## src/psc_params.svh

```systemverilog
// timing counts and counter width for the power state coordinator
`ifndef PSC_PARAMS_SVH
`define PSC_PARAMS_SVH

`define PSC_CLK_MHZ 40
// entry/exit latency budgets in ns, deeper states longer
`define PSC_LAT_C1_NS 100
`define PSC_LAT_C2_NS 500
`define PSC_LAT_C4_NS 2000
`define PSC_LAT_C6_NS 10000
`define PSC_LAT_L1_NS 1000
// cycle counts, rounded up, at least one
`define PSC_CYC(ns) ((((ns) * `PSC_CLK_MHZ) + 999) / 1000)
`define PSC_LAT_C1_CYC `PSC_CYC(`PSC_LAT_C1_NS)
`define PSC_LAT_C2_CYC `PSC_CYC(`PSC_LAT_C2_NS)
`define PSC_LAT_C4_CYC `PSC_CYC(`PSC_LAT_C4_NS)
`define PSC_LAT_C6_CYC `PSC_CYC(`PSC_LAT_C6_NS)
`define PSC_LAT_L1_CYC `PSC_CYC(`PSC_LAT_L1_NS)
`define PSC_CNT_W 9

`endif

```

## src/psc_pkg.sv

```systemverilog
// types of the power state coordinator
package psc_pkg;
   // core idle levels, ordered so that numeric compare gives depth
   typedef enum logic [2:0] {
      PSC_C0 = 3'h0,
      PSC_C1 = 3'h1,
      PSC_C2 = 3'h2,
      PSC_C3 = 3'h3,
      PSC_C4 = 3'h4,
      PSC_C6 = 3'h6
   } psc_cstate_t;
   typedef enum logic [2:0] {
      PSC_S0 = 3'h0,
      PSC_S3 = 3'h3,
      PSC_S4 = 3'h4,
      PSC_S5 = 3'h5
   } psc_sstate_t;
   typedef enum logic [1:0] {
      PSC_L0 = 2'h0,
      PSC_L0S = 2'h1,
      PSC_L1 = 2'h2,
      PSC_L3 = 2'h3
   } psc_link_t;
   typedef enum logic [1:0] {
      PSC_MEM_UP = 2'h0,
      PSC_MEM_PPD = 2'h1,
      PSC_MEM_APD = 2'h2,
      PSC_MEM_SR = 2'h3
   } psc_mem_t;
   // deep powerdown sequence, gray along the entry path
   typedef enum logic [2:0] {
      PSC_DP_RUN = 3'h0,
      PSC_DP_FLUSH = 3'h1,
      PSC_DP_SAVE = 3'h3,
      PSC_DP_SHRINK = 3'h2,
      PSC_DP_OFF = 3'h6,
      PSC_DP_WAKE = 3'h7
   } psc_dp_t;
endpackage

```

## src/psc_top.sv

```systemverilog
// power state coordinator: maps sleep and idle requests to clock, power and link states
`include "psc_params.svh"

module psc_top
   import psc_pkg::*;
(
   // clock and reset
   input wire logic i_sys_clk,
   input wire logic i_nrst,
   // platform sleep state and thread idle requests
   input wire psc_pkg::psc_sstate_t i_sleep_state,
   input wire psc_pkg::psc_cstate_t i_thr0_cstate,
   input wire psc_pkg::psc_cstate_t i_thr1_cstate,
   input wire logic i_ext_idle,
   // deep powerdown handshakes
   input wire logic i_flush_done,
   input wire logic [1:0] i_sram_save_done,
   input wire logic i_shrink_done,
   // memory controller status
   input wire logic i_mem_idle,
   input wire logic i_banks_open,
   // chipset link
   input wire logic i_link_idle,
   input wire logic i_link_pending,
   input wire logic i_link_at_l0,
   // core state and clock / power controls
   output psc_pkg::psc_cstate_t o_core_cstate,
   output logic o_core_clk_gate,
   output logic o_proc_clk_stop,
   output logic o_vcore_low,
   output logic o_vcore_off,
   output logic o_lfm_req,
   output logic o_uncore_pwr_off,
   output logic o_display_off,
   // deep powerdown sequencing
   output logic o_flush_req,
   output logic [1:0] o_sram_save_req,
   output logic o_l2_shrink_req,
   // memory
   output psc_pkg::psc_mem_t o_mem_state,
   output logic o_mem_cke,
   output logic o_mem_self_refresh,
   // chipset link
   output psc_pkg::psc_link_t o_chipset_link_state,
   output logic o_link_xfer_ok
);
   import psc_pkg::*;

   // ==========================================================
   // core idle resolution
   // the two thread requests fold into one core request; every departure from the
   // current core state except the wake from C6 first runs its latency budget, so a request that
   // flickers shorter than the budget never reaches the clock and voltage controls
   // limitation: a request that changes while a budget runs takes the running budget
   psc_cstate_t core_req;
   psc_cstate_t core_r;
   psc_dp_t dp_r;
   psc_dp_t dp_nxt;
   logic sleeping;
   logic [1:0] saved_r;
   logic lat_load;
   logic [`PSC_CNT_W-1:0] lat_count;
   logic lat_done;
   logic lat_armed_r;
   logic lat_elapsed;

   // shallower of both thread requests wins
   assign core_req = (i_thr0_cstate < i_thr1_cstate) ? i_thr0_cstate : i_thr1_cstate;
   assign sleeping = (i_sleep_state != PSC_S0);

   // latency budget per target depth, deeper is longer, except that C3 takes the C4 budget
   always_comb begin
      case (core_req)
         PSC_C1: lat_count = `PSC_CNT_W'(`PSC_LAT_C1_CYC);
         PSC_C2: lat_count = `PSC_CNT_W'(`PSC_LAT_C2_CYC);
         PSC_C3, PSC_C4: lat_count = `PSC_CNT_W'(`PSC_LAT_C4_CYC);
         PSC_C6: lat_count = `PSC_CNT_W'(`PSC_LAT_C6_CYC);
         default: lat_count = `PSC_CNT_W'(1);
      endcase
   end

   // a new budget starts whenever the resolved request departs from the current state while no budget runs and the deep sequence is in run;
   // the armed flag keeps the idle zero of the timer from counting as an elapsed budget
   assign lat_load = (core_req != core_r) && lat_done && !lat_armed_r && (dp_r == PSC_DP_RUN);
   assign lat_elapsed = lat_done && lat_armed_r;

   // armed from the load edge until the timer has run out
   always_ff @(posedge i_sys_clk or negedge i_nrst) begin
      if (!i_nrst) begin
         lat_armed_r <= 1'b0;
      end else if (lat_load) begin
         lat_armed_r <= 1'b1;
      end else if (lat_done) begin
         lat_armed_r <= 1'b0;
      end
   end

   psc_lat_timer u_lat (
      .i_sys_clk(i_sys_clk),
      .i_nrst(i_nrst),
      .i_load(lat_load),
      .i_count(lat_count),
      .o_done(lat_done)
   );

   // core state moves only once the entry/exit budget has elapsed, except the exit from C6, which goes to C0 through the wake step
   always_ff @(posedge i_sys_clk or negedge i_nrst) begin
      if (!i_nrst) begin
         core_r <= PSC_C0;
      end else if (dp_r == PSC_DP_WAKE) begin
         core_r <= PSC_C0;
      end else if (dp_r == PSC_DP_RUN && lat_elapsed && core_req != PSC_C6) begin
         core_r <= core_req;
      end else if (dp_r == PSC_DP_OFF) begin
         core_r <= PSC_C6;
      end
   end

   // ==========================================================
   // deepest idle sequence
   // the sequence only starts once the running budget has run out with C6 requested and the platform is awake;
   // the thread saves start with the thread requests, ahead of the flush, so the save step usually passes in one cycle
   // limitation: once started, the sequence finishes its steps before it looks at a wake
   // outside sleep states, voltage is removed only after flush and both saves finish
   always_comb begin
      dp_nxt = dp_r;
      case (dp_r)
         PSC_DP_RUN: if (core_req == PSC_C6 && lat_elapsed && !sleeping) dp_nxt = PSC_DP_FLUSH;
         PSC_DP_FLUSH: if (i_flush_done) dp_nxt = PSC_DP_SAVE;
         PSC_DP_SAVE: if (saved_r == 2'h3) dp_nxt = PSC_DP_SHRINK;
         PSC_DP_SHRINK: if (i_shrink_done) dp_nxt = PSC_DP_OFF;
         PSC_DP_OFF: if (core_req != PSC_C6) dp_nxt = PSC_DP_WAKE;
         PSC_DP_WAKE: dp_nxt = PSC_DP_RUN;
         default: dp_nxt = PSC_DP_RUN;
      endcase
   end

   always_ff @(posedge i_sys_clk or negedge i_nrst) begin
      if (!i_nrst) begin
         dp_r <= PSC_DP_RUN;
      end else begin
         dp_r <= dp_nxt;
      end
   end

   // each thread saves into its own SRAM as soon as it asks for deep powerdown
   // a save only counts while its thread still asks for it: a thread that ran code again
   // has a stale copy, and removing voltage on it would lose context
   // a save finishing in the same cycle as a clear wins, so no finished save is lost
   always_ff @(posedge i_sys_clk or negedge i_nrst) begin
      if (!i_nrst) begin
         saved_r <= 2'h0;
      end else begin
         saved_r[0] <= i_sram_save_done[0] ||
                       (saved_r[0] && i_thr0_cstate == PSC_C6 && dp_r != PSC_DP_WAKE);
         saved_r[1] <= i_sram_save_done[1] ||
                       (saved_r[1] && i_thr1_cstate == PSC_C6 && dp_r != PSC_DP_WAKE);
      end
   end

   // save requests are per thread, independent of the other thread
   always_ff @(posedge i_sys_clk or negedge i_nrst) begin
      if (!i_nrst) begin
         o_sram_save_req <= 2'h0;
      end else begin
         o_sram_save_req[0] <= (i_thr0_cstate == PSC_C6) && !saved_r[0] && !i_sram_save_done[0];
         o_sram_save_req[1] <= (i_thr1_cstate == PSC_C6) && !saved_r[1] && !i_sram_save_done[1];
      end
   end

   // flush, then shrink by the last thread in, then power off
   always_ff @(posedge i_sys_clk or negedge i_nrst) begin
      if (!i_nrst) begin
         o_flush_req <= 1'b0;
         o_l2_shrink_req <= 1'b0;
         o_vcore_off <= 1'b0;
      end else begin
         o_flush_req <= (dp_nxt == PSC_DP_FLUSH);
         o_l2_shrink_req <= (dp_nxt == PSC_DP_SHRINK);
         o_vcore_off <= (dp_nxt == PSC_DP_OFF) || sleeping;
      end
   end

   // ==========================================================
   // clock and voltage controls
   // all controls follow the settled core state, never the raw thread requests, and o_lfm_req also follows i_ext_idle directly, so
   // o_core_clk_gate, o_proc_clk_stop and o_vcore_low only move once a latency budget has been honoured or a wake from C6 has begun
   always_ff @(posedge i_sys_clk or negedge i_nrst) begin
      if (!i_nrst) begin
         o_core_cstate <= PSC_C0;
         o_core_clk_gate <= 1'b0;
         o_proc_clk_stop <= 1'b0;
         o_vcore_low <= 1'b0;
         o_lfm_req <= 1'b0;
      end else begin
         o_core_cstate <= core_r;
         o_core_clk_gate <= (core_r >= PSC_C2);
         o_proc_clk_stop <= (core_r >= PSC_C3);
         o_vcore_low <= (core_r >= PSC_C3) && (core_r != PSC_C6);
         // extended variants drop to low frequency/voltage point
         o_lfm_req <= i_ext_idle && (core_r == PSC_C1 || core_r == PSC_C2 ||
                      core_r == PSC_C4);
      end
   end

   // sleep states shut display, uncore and core power
   always_ff @(posedge i_sys_clk or negedge i_nrst) begin
      if (!i_nrst) begin
         o_display_off <= 1'b0;
         o_uncore_pwr_off <= 1'b0;
      end else begin
         o_display_off <= sleeping;
         o_uncore_pwr_off <= sleeping;
      end
   end

   // ==========================================================
   // memory power states
   // the mode is picked fresh every cycle from traffic and bank status; sleep states
   // always end in self-refresh, since clock enable low alone would let memory decay
   psc_mem_t mem_nxt;

   // suspend to RAM holds context in self-refresh memory
   always_comb begin
      if (i_sleep_state == PSC_S3) begin
         mem_nxt = PSC_MEM_SR;
      end else if (sleeping) begin
         mem_nxt = PSC_MEM_SR;
      end else if (!i_mem_idle) begin
         mem_nxt = PSC_MEM_UP;
      end else if (i_banks_open) begin
         mem_nxt = PSC_MEM_APD;
      end else begin
         mem_nxt = PSC_MEM_PPD;
      end
   end

   // cke only high in the active state; self-refresh flag only in SR
   always_ff @(posedge i_sys_clk or negedge i_nrst) begin
      if (!i_nrst) begin
         o_mem_state <= PSC_MEM_UP;
         o_mem_cke <= 1'b1;
         o_mem_self_refresh <= 1'b0;
      end else begin
         o_mem_state <= mem_nxt;
         o_mem_cke <= (mem_nxt == PSC_MEM_UP);
         o_mem_self_refresh <= (mem_nxt == PSC_MEM_SR);
      end
   end

   // ==========================================================
   // chipset link power states
   // priority runs sleep, then traffic, then depth: a sleeping platform powers the link
   // off even with a transfer pending, since nothing on the far side can take it
   psc_link_t link_nxt;

   // outside sleep, pending traffic forces full-on first; L1 is only legal at C2..C4
   always_comb begin
      if (sleeping) begin
         link_nxt = PSC_L3;
      end else if (i_link_pending || !i_link_idle) begin
         link_nxt = PSC_L0;
      end else if (core_r >= PSC_C2 && core_r <= PSC_C4) begin
         link_nxt = PSC_L1;
      end else begin
         link_nxt = PSC_L0S;
      end
   end

   always_ff @(posedge i_sys_clk or negedge i_nrst) begin
      if (!i_nrst) begin
         o_chipset_link_state <= PSC_L0;
      end else begin
         o_chipset_link_state <= link_nxt;
      end
   end

   // transfers wait until the link reports L0 again
   assign o_link_xfer_ok = (o_chipset_link_state == PSC_L0) && i_link_at_l0;
endmodule

```

## src/psc_lat_timer.sv

```systemverilog
// latency budget timer: counts a load value down to zero
`include "psc_params.svh"

module psc_lat_timer (
   // clock and reset
   input wire logic i_sys_clk,
   input wire logic i_nrst,
   // control
   input wire logic i_load,
   input wire logic [`PSC_CNT_W-1:0] i_count,
   // status
   output logic o_done
);
   logic [`PSC_CNT_W-1:0] cnt_r;

   // reload wins over counting so a new budget always restarts
   always_ff @(posedge i_sys_clk or negedge i_nrst) begin
      if (!i_nrst) begin
         cnt_r <= '0;
      end else if (i_load) begin
         cnt_r <= i_count;
      end else if (cnt_r != '0) begin
         cnt_r <= cnt_r - `PSC_CNT_W'(1);
      end
   end

   // done looks at the count alone; folding the load in here would close a loop through
   // the caller, whose load itself waits for done
   assign o_done = (cnt_r == '0);
endmodule

```

## config.mk

```make
export PLATFORM = sky130hd
export DESIGN_NAME = psc_top
export DESIGN_NICKNAME = d
export VERILOG_FILES = /design/src/psc_pkg.sv /design/src/psc_top.sv /design/src/psc_lat_timer.sv
export VERILOG_INCLUDE_DIRS = /design/src
export SDC_FILE = /design/constraint.sdc
export NUM_CORES = 1
export LEC_CHECK = 0
export BUFFER_PORTS_ARGS = -buffer_cell sky130_fd_sc_hd__buf_4
export CORE_UTILIZATION = 55
export CTS_CLUSTER_DIAMETER = 200
export CTS_CLUSTER_SIZE = 10
export DETAILED_ROUTE_END_ITERATION = 8
export GPL_ROUTABILITY_DRIVEN = 0
export PLACE_DENSITY = 0.78
export SETUP_SLACK_MARGIN = 0.02
export SLEW_MARGIN = 10
export SYNTH_ARGS = -nofsm -noshare
export SYNTH_HDL_FRONTEND = slang
export SYNTH_SLANG_ARGS = --single-unit
```

## constraint.sdc

```tcl
create_clock -name i_sys_clk -period 5.5 [get_ports i_sys_clk]
set_input_delay 0.825 -clock i_sys_clk [delete_from_list [all_inputs] [get_ports i_sys_clk]]
set_output_delay 0.825 -clock i_sys_clk [all_outputs]
set_load 0.05 [all_outputs]
```

== Word-level counts from Yosys, hierarchy flattened ==
Cells that the tools add are included.

* Word-level logic and storage cells: 114
* Register bits: 37
* Bits of input ports: 21

* $lt $le $gt $ge: 4
* Eq/ne operators: 25
* Reductions and logical operators: 43
* $add $sub $neg: 1
* Muxes and demuxes: 22

{| class="wikitable"
|+ Operator list
! operator !! number
|-
| $pmux W9 S4 || 1
|-
| $mux W3 || 9
|-
| $eq A3 B3 Y1 const B || 8
|-
| $eq A3 B2 Y1 const B || 7
|-
| $logic_and A1 B1 Y1 || 20
|-
| $mux W9 || 2
|-
| $pmux W3 S5 || 1
|-
| $mux W2 || 7
|-
| $eq A3 B1 Y1 const B || 4
|-
| $logic_not A9 Y1 || 1
|-
| $ne A3 B3 Y1 const B || 3
|-
| $reduce_bool A9 Y1 || 1
|-
| $sub A9 B1 Y9 const B || 1
|-
| $logic_not A1 Y1 || 7
|-
| $ge A3 B2 Y1 const B || 2
|-
| $logic_or A1 B1 Y1 || 6
|-
| $reduce_bool A3 Y1 || 2
|-
| $eq A2 B2 Y1 const B || 2
|-
| $logic_not A2 Y1 || 2
|-
| $reduce_bool A2 Y1 || 2
|-
| $le A3 B3 Y1 const B || 1
|-
| $logic_not A3 Y1 || 1
|-
| $lt A3 B3 Y1 || 1
|-
| $ne A3 B3 Y1 || 1
|-
| other kinds (2) || 3
|}

== Logic depth before layout (Yosys ltp) ==
* Depth after elaboration: 9
* Gate-level depth with buffers: 9

== Hierarchy ==
Synthesis repeated with hierarchy kept, for this count alone.

* Cell total of the unflattened synthesis: 191
* Area, all modules: 1,851.8 sq um

{| class="wikitable"
|+ By module, submodules not included
! module !! instances !! area an instance (sq um) !! cells an instance
|-
| psc_top || 1 || 1,317.5 || 134
|-
| psc_lat_timer || 1 || 534.3 || 57
|}

== Worst setup path before layout ==
OpenSTA, ideal clock, no wires.

* Path type: input-to-output
* Start point: in i_link_at_l0
* End point: out o_link_xfer_ok
* Setup slack: 2.704 ns
* Path buffers: 0
* Arrival time: 1.971 ns
* Required time: 4.675 ns
* Stages on the path: 1
* Cells stage by stage: nor3b_1

* Cells in the longest elaborated chain, start to end: 1

{| class="wikitable"
|+ Ends and longest elaborated chain
! what !! RTL line !! text
|-
| start: declaration || psc_top.sv:25 || <nowiki>input wire logic i_link_at_l0,</nowiki>
|-
| $logic_and A1 B1 Y1 || psc_top.sv:279 || <nowiki>assign o_link_xfer_ok = (o_chipset_link_state == PSC_L0) && i_link_at_l0;</nowiki>
|-
| end: declaration || psc_top.sv:45 || <nowiki>output logic o_link_xfer_ok</nowiki>
|}

No other way between the ends.

== Worst setup path in the final report ==
* Start point: in i_thr0_cstate[2]
* End point: reg o_l2_shrink_req

* Cells in the longest elaborated chain, start to end: 8
* Elaborated cells between the ends (all ways): 10
* Classes of those cells: order compare: 1; eq/ne: 3; mux: 4; reduce/logical: 2

{| class="wikitable"
|+ Ends and longest elaborated chain
! what !! RTL line !! text
|-
| start: declaration || psc_top.sv:12 || <nowiki>input wire psc_pkg::psc_cstate_t i_thr0_cstate,</nowiki>
|-
| $lt A3 B3 Y1 || psc_top.sv:68 || <nowiki>assign core_req = (i_thr0_cstate < i_thr1_cstate) ? i_thr0_cstate : i_thr1_cstate;</nowiki>
|-
| $mux W3 (*) || psc_top.sv:68 ||
|-
| $eq A3 B3 Y1 || psc_top.sv:128 || <nowiki>PSC_DP_RUN: if (core_req == PSC_C6 && lat_elapsed && !sleeping) dp_nxt = PSC_DP_FLUSH;</nowiki>
|-
| $logic_and A1 B1 Y1 (2 in series) || psc_top.sv:128 ||
|-
| $mux W3 || psc_top.sv:128 ||
|-
| $pmux W3 S5 (*) || psc_top.sv:127 || <nowiki>case (dp_r)</nowiki>
|-
| $eq A3 B2 Y1 (*) || psc_top.sv:179 || <nowiki>o_l2_shrink_req <= (dp_nxt == PSC_DP_SHRINK);</nowiki>
|-
| end signal: assignment || psc_top.sv:179 ||
|-
| end: declaration || psc_top.sv:38 || <nowiki>output logic o_l2_shrink_req,</nowiki>
|}

Every way passes the cells marked *; elsewhere a longest branch is shown, timed or not.
A chain may end at the register's enable or synchronous reset.

==> metrics.txt <==
status completed; clock root cell clkbuf_4; first-pass GRT wire length 5920 µm; grt total ovfl 0; hold crit path type input port to asynchronous set/reset pin; Post-Syn Area 1858 µm²; ranking of synthesized cells by area dfrtp_1, nand2_1, ha_1; clock latency on the worst-skew pair 0.33 ns; post-synth top area cell dfrtp_1; vias in the first global route 1,444; clock tree buffer depth 2; TNS Setup 0 ns; Rows 20; slowest CP cell a211oi_1; core area 3128 µm²; fin. max-slew vios 0; fill count 246; Core Util, Final 71.60%; Slew HR 59.74%; Seq/Total Area, Yosys 49.90%; crit start category input port; largest net degree at the start of global routing 38; max incr delay on CP 0.43 ns; Synth Register Bits 37; Yosys cell types 49; layout cells sized above 1 27.93%; crit share post-route 46.06%; crit-path cells buf_4, ha_1, a211oi_1, o21ai_1, o2111a_1, a311oi_2, and3_1; Max Cap Viol 0; Hold Buf Count CTS 0; Tightest Pin Transition 0.5922 ns; RR Startpoint u_lat.cnt_r[0]; Critical Path Fanout Max 7; most frequent cells in the layout buf_4, dfrtp_1, nand2_1, inv_1, nor2_1; diode count 0; fin nets 247; DRT Pass-1 Iters 4; fraction of registers with async set/reset 100.0%; Post-synth EDFFs 0; Max VDD drop 0.1354 mV; # setup viols final 0; dpl hpwl 2666 µm; Top FF cell, synth dfrtp_1; final hold vios 0; synthesis-to-finish area growth 20.54%; dpl cells 258; DIE WIDTH 60.12 µm; clock-pin transition on the worst setup and hold timing paths 0.11 ns; H-tree depth 2; CTS tree done; Reg2Reg Depth 7; io pins 42; Layout Cells excl Fill 266; Die ar. 3614 µm²; GRT Util Overall 22.20%; syn nets 205; Starting Density 59.40%; total CTS buffers 5; Port Buf Inserts 41; worst hold slack 0.4248 ns; commonest non-fill, non-tap cell in the layout buf_4; critical path arrival 2.81 ns; P per Cell Area 211.0 nW/µm²; vias 1,503; post_cts resized 0; Yosys warning count 0; required time of the worst setup path 5.78 ns; Setup Buffers After CTS 0; share of the synthesized area in the top cell type 48.48%; fmax 394.8 MHz; initial antenna violation count 0; cell count after synthesis 179; Routed wire per std cell 13.15 µm; DIE HEIGHT 60.12 µm; final antenna-violating net count 0; Setup Skew 0.01275 ns; Worst Path Buf+Inv 1; reg2reg setup slack 3.22 ns; RSZ-0062 raised after global routing false; initial drt markers 61; Post-route DRC 0; Vias/cell 5.650; Pleak 1.017 nW; reg-to-reg endpoint o_l2_shrink_req; clk sinks 37; Mean Syn Cell Area 10.38 µm²; CP endpoint kind register; Top Family by Delay on Critical Path compound AO/OA/AOI/OAI gates; final WL 3499 µm; CP Class input port to register; post-layout minimum cycle time 2.533 ns
cell families after synthesis:
logic type	count (synthesis)	share of synthesized area, %
simple gates	62	18.59
compound gates	44	17.64
flops	37	49.90
buf+inv	19	4.309
xor+xnor	8	3.771
fa+ha+maj	5	3.367
mux	4	2.424
layer usage:
| layer | GRT usage (%) | vias up | part of all wire [%] |
|---|---|---|---|
| met5 | 0 | - | 0 |
| met4 | 10.63 | 0 | 2.2 |
| met3 | 3.896 | 14 | 5.7 |
| met2 | 38.15 | 60 | 48 |
| met1 | 26.69 | 714 | 44 |
| li1 | - | 715 | - |
synthesized netlist by cell type, drive strengths merged, types with 3 or more instances:
| cell type | n |
|---|---|
| nor3 | 7 |
| o41ai | 3 |
| nand2 | 20 |
| o21ai | 15 |
| nor4 | 4 |
| buf | 3 |
| and3 | 3 |
| a21oi | 8 |
| mux2i | 3 |
| xnor2 | 6 |
| inv | 13 |
| nor2 | 10 |
| ha | 5 |
| dfrtp | 36 |
| nand2b | 7 |
| clkbuf | 3 |
stage by stage:
| step | setup WS [ns] | instance area (µm²) | power [mW] |
|---|---|---|---|
| finish | 2.967 | 2240 | 0.4725 |
| detailed placement | 2.655 | 2190 | 0.3447 |
| CTS | 3.003 | 2240 | 0.4747 |
| global placement | 2.740 | 2190 | 0.3426 |
| global route | 2.807 | 2240 | 0.4919 |
| floorplan | 2.704 | 1858 | 0.3185 |
worst max-delay path by stage:
stage / from / to / slack (ns) / depth (start not counted)
5_1_grt: i_thr1_cstate[2] / o_l2_shrink_req / 2.81 / 8
3_3_place_gp: i_thr0_cstate[2] / u_lat.cnt_r[0] / 2.74 / 7
6_report: i_thr0_cstate[2] / o_l2_shrink_req / 2.97 / 7
4_1_cts: i_thr1_cstate[2] / o_l2_shrink_req / 3.00 / 8
2_1_floorplan: i_link_at_l0 / o_link_xfer_ok / 2.70 / 1
3_5_place_dp: i_thr1_cstate[2] / o_l2_shrink_req / 2.66 / 8
final cells by class:
| type | instances | area, µm² | share of cell area, % |
|---|---|---|---|
| well taps | 44 | 55.05 | 2.458 |
| clock inverters | 1 | 5.005 | 0.2235 |
| inverters | 13 | 48.80 | 2.179 |
| repair buffers | 41 | 307.8 | 13.74 |
| flip-flops and latches | 37 | 927.1 | 41.40 |
| clock buffers | 7 | 45.04 | 2.011 |
| multi-input cells | 123 | 850.8 | 37.99 |
power by group:
| part | internal [mW] | switching, mW |
|---|---|---|
| Sequential | 0.275 | 0.00157 |
| Clock | 0.0499 | 0.0828 |
| Combinational | 0.0246 | 0.0386 |
flip-flops by register name, summed over array words and instances (netlist names), 2 cells and up:
register / flops
dp_r: 3
o_core_cstate: 3
o_mem_state: 2
core_r: 3
o_chipset_link_state: 2
saved_r: 2
u_lat.cnt_r: 9
o_sram_save_req: 2
Note: power is estimated with default switching activity, not from simulation.
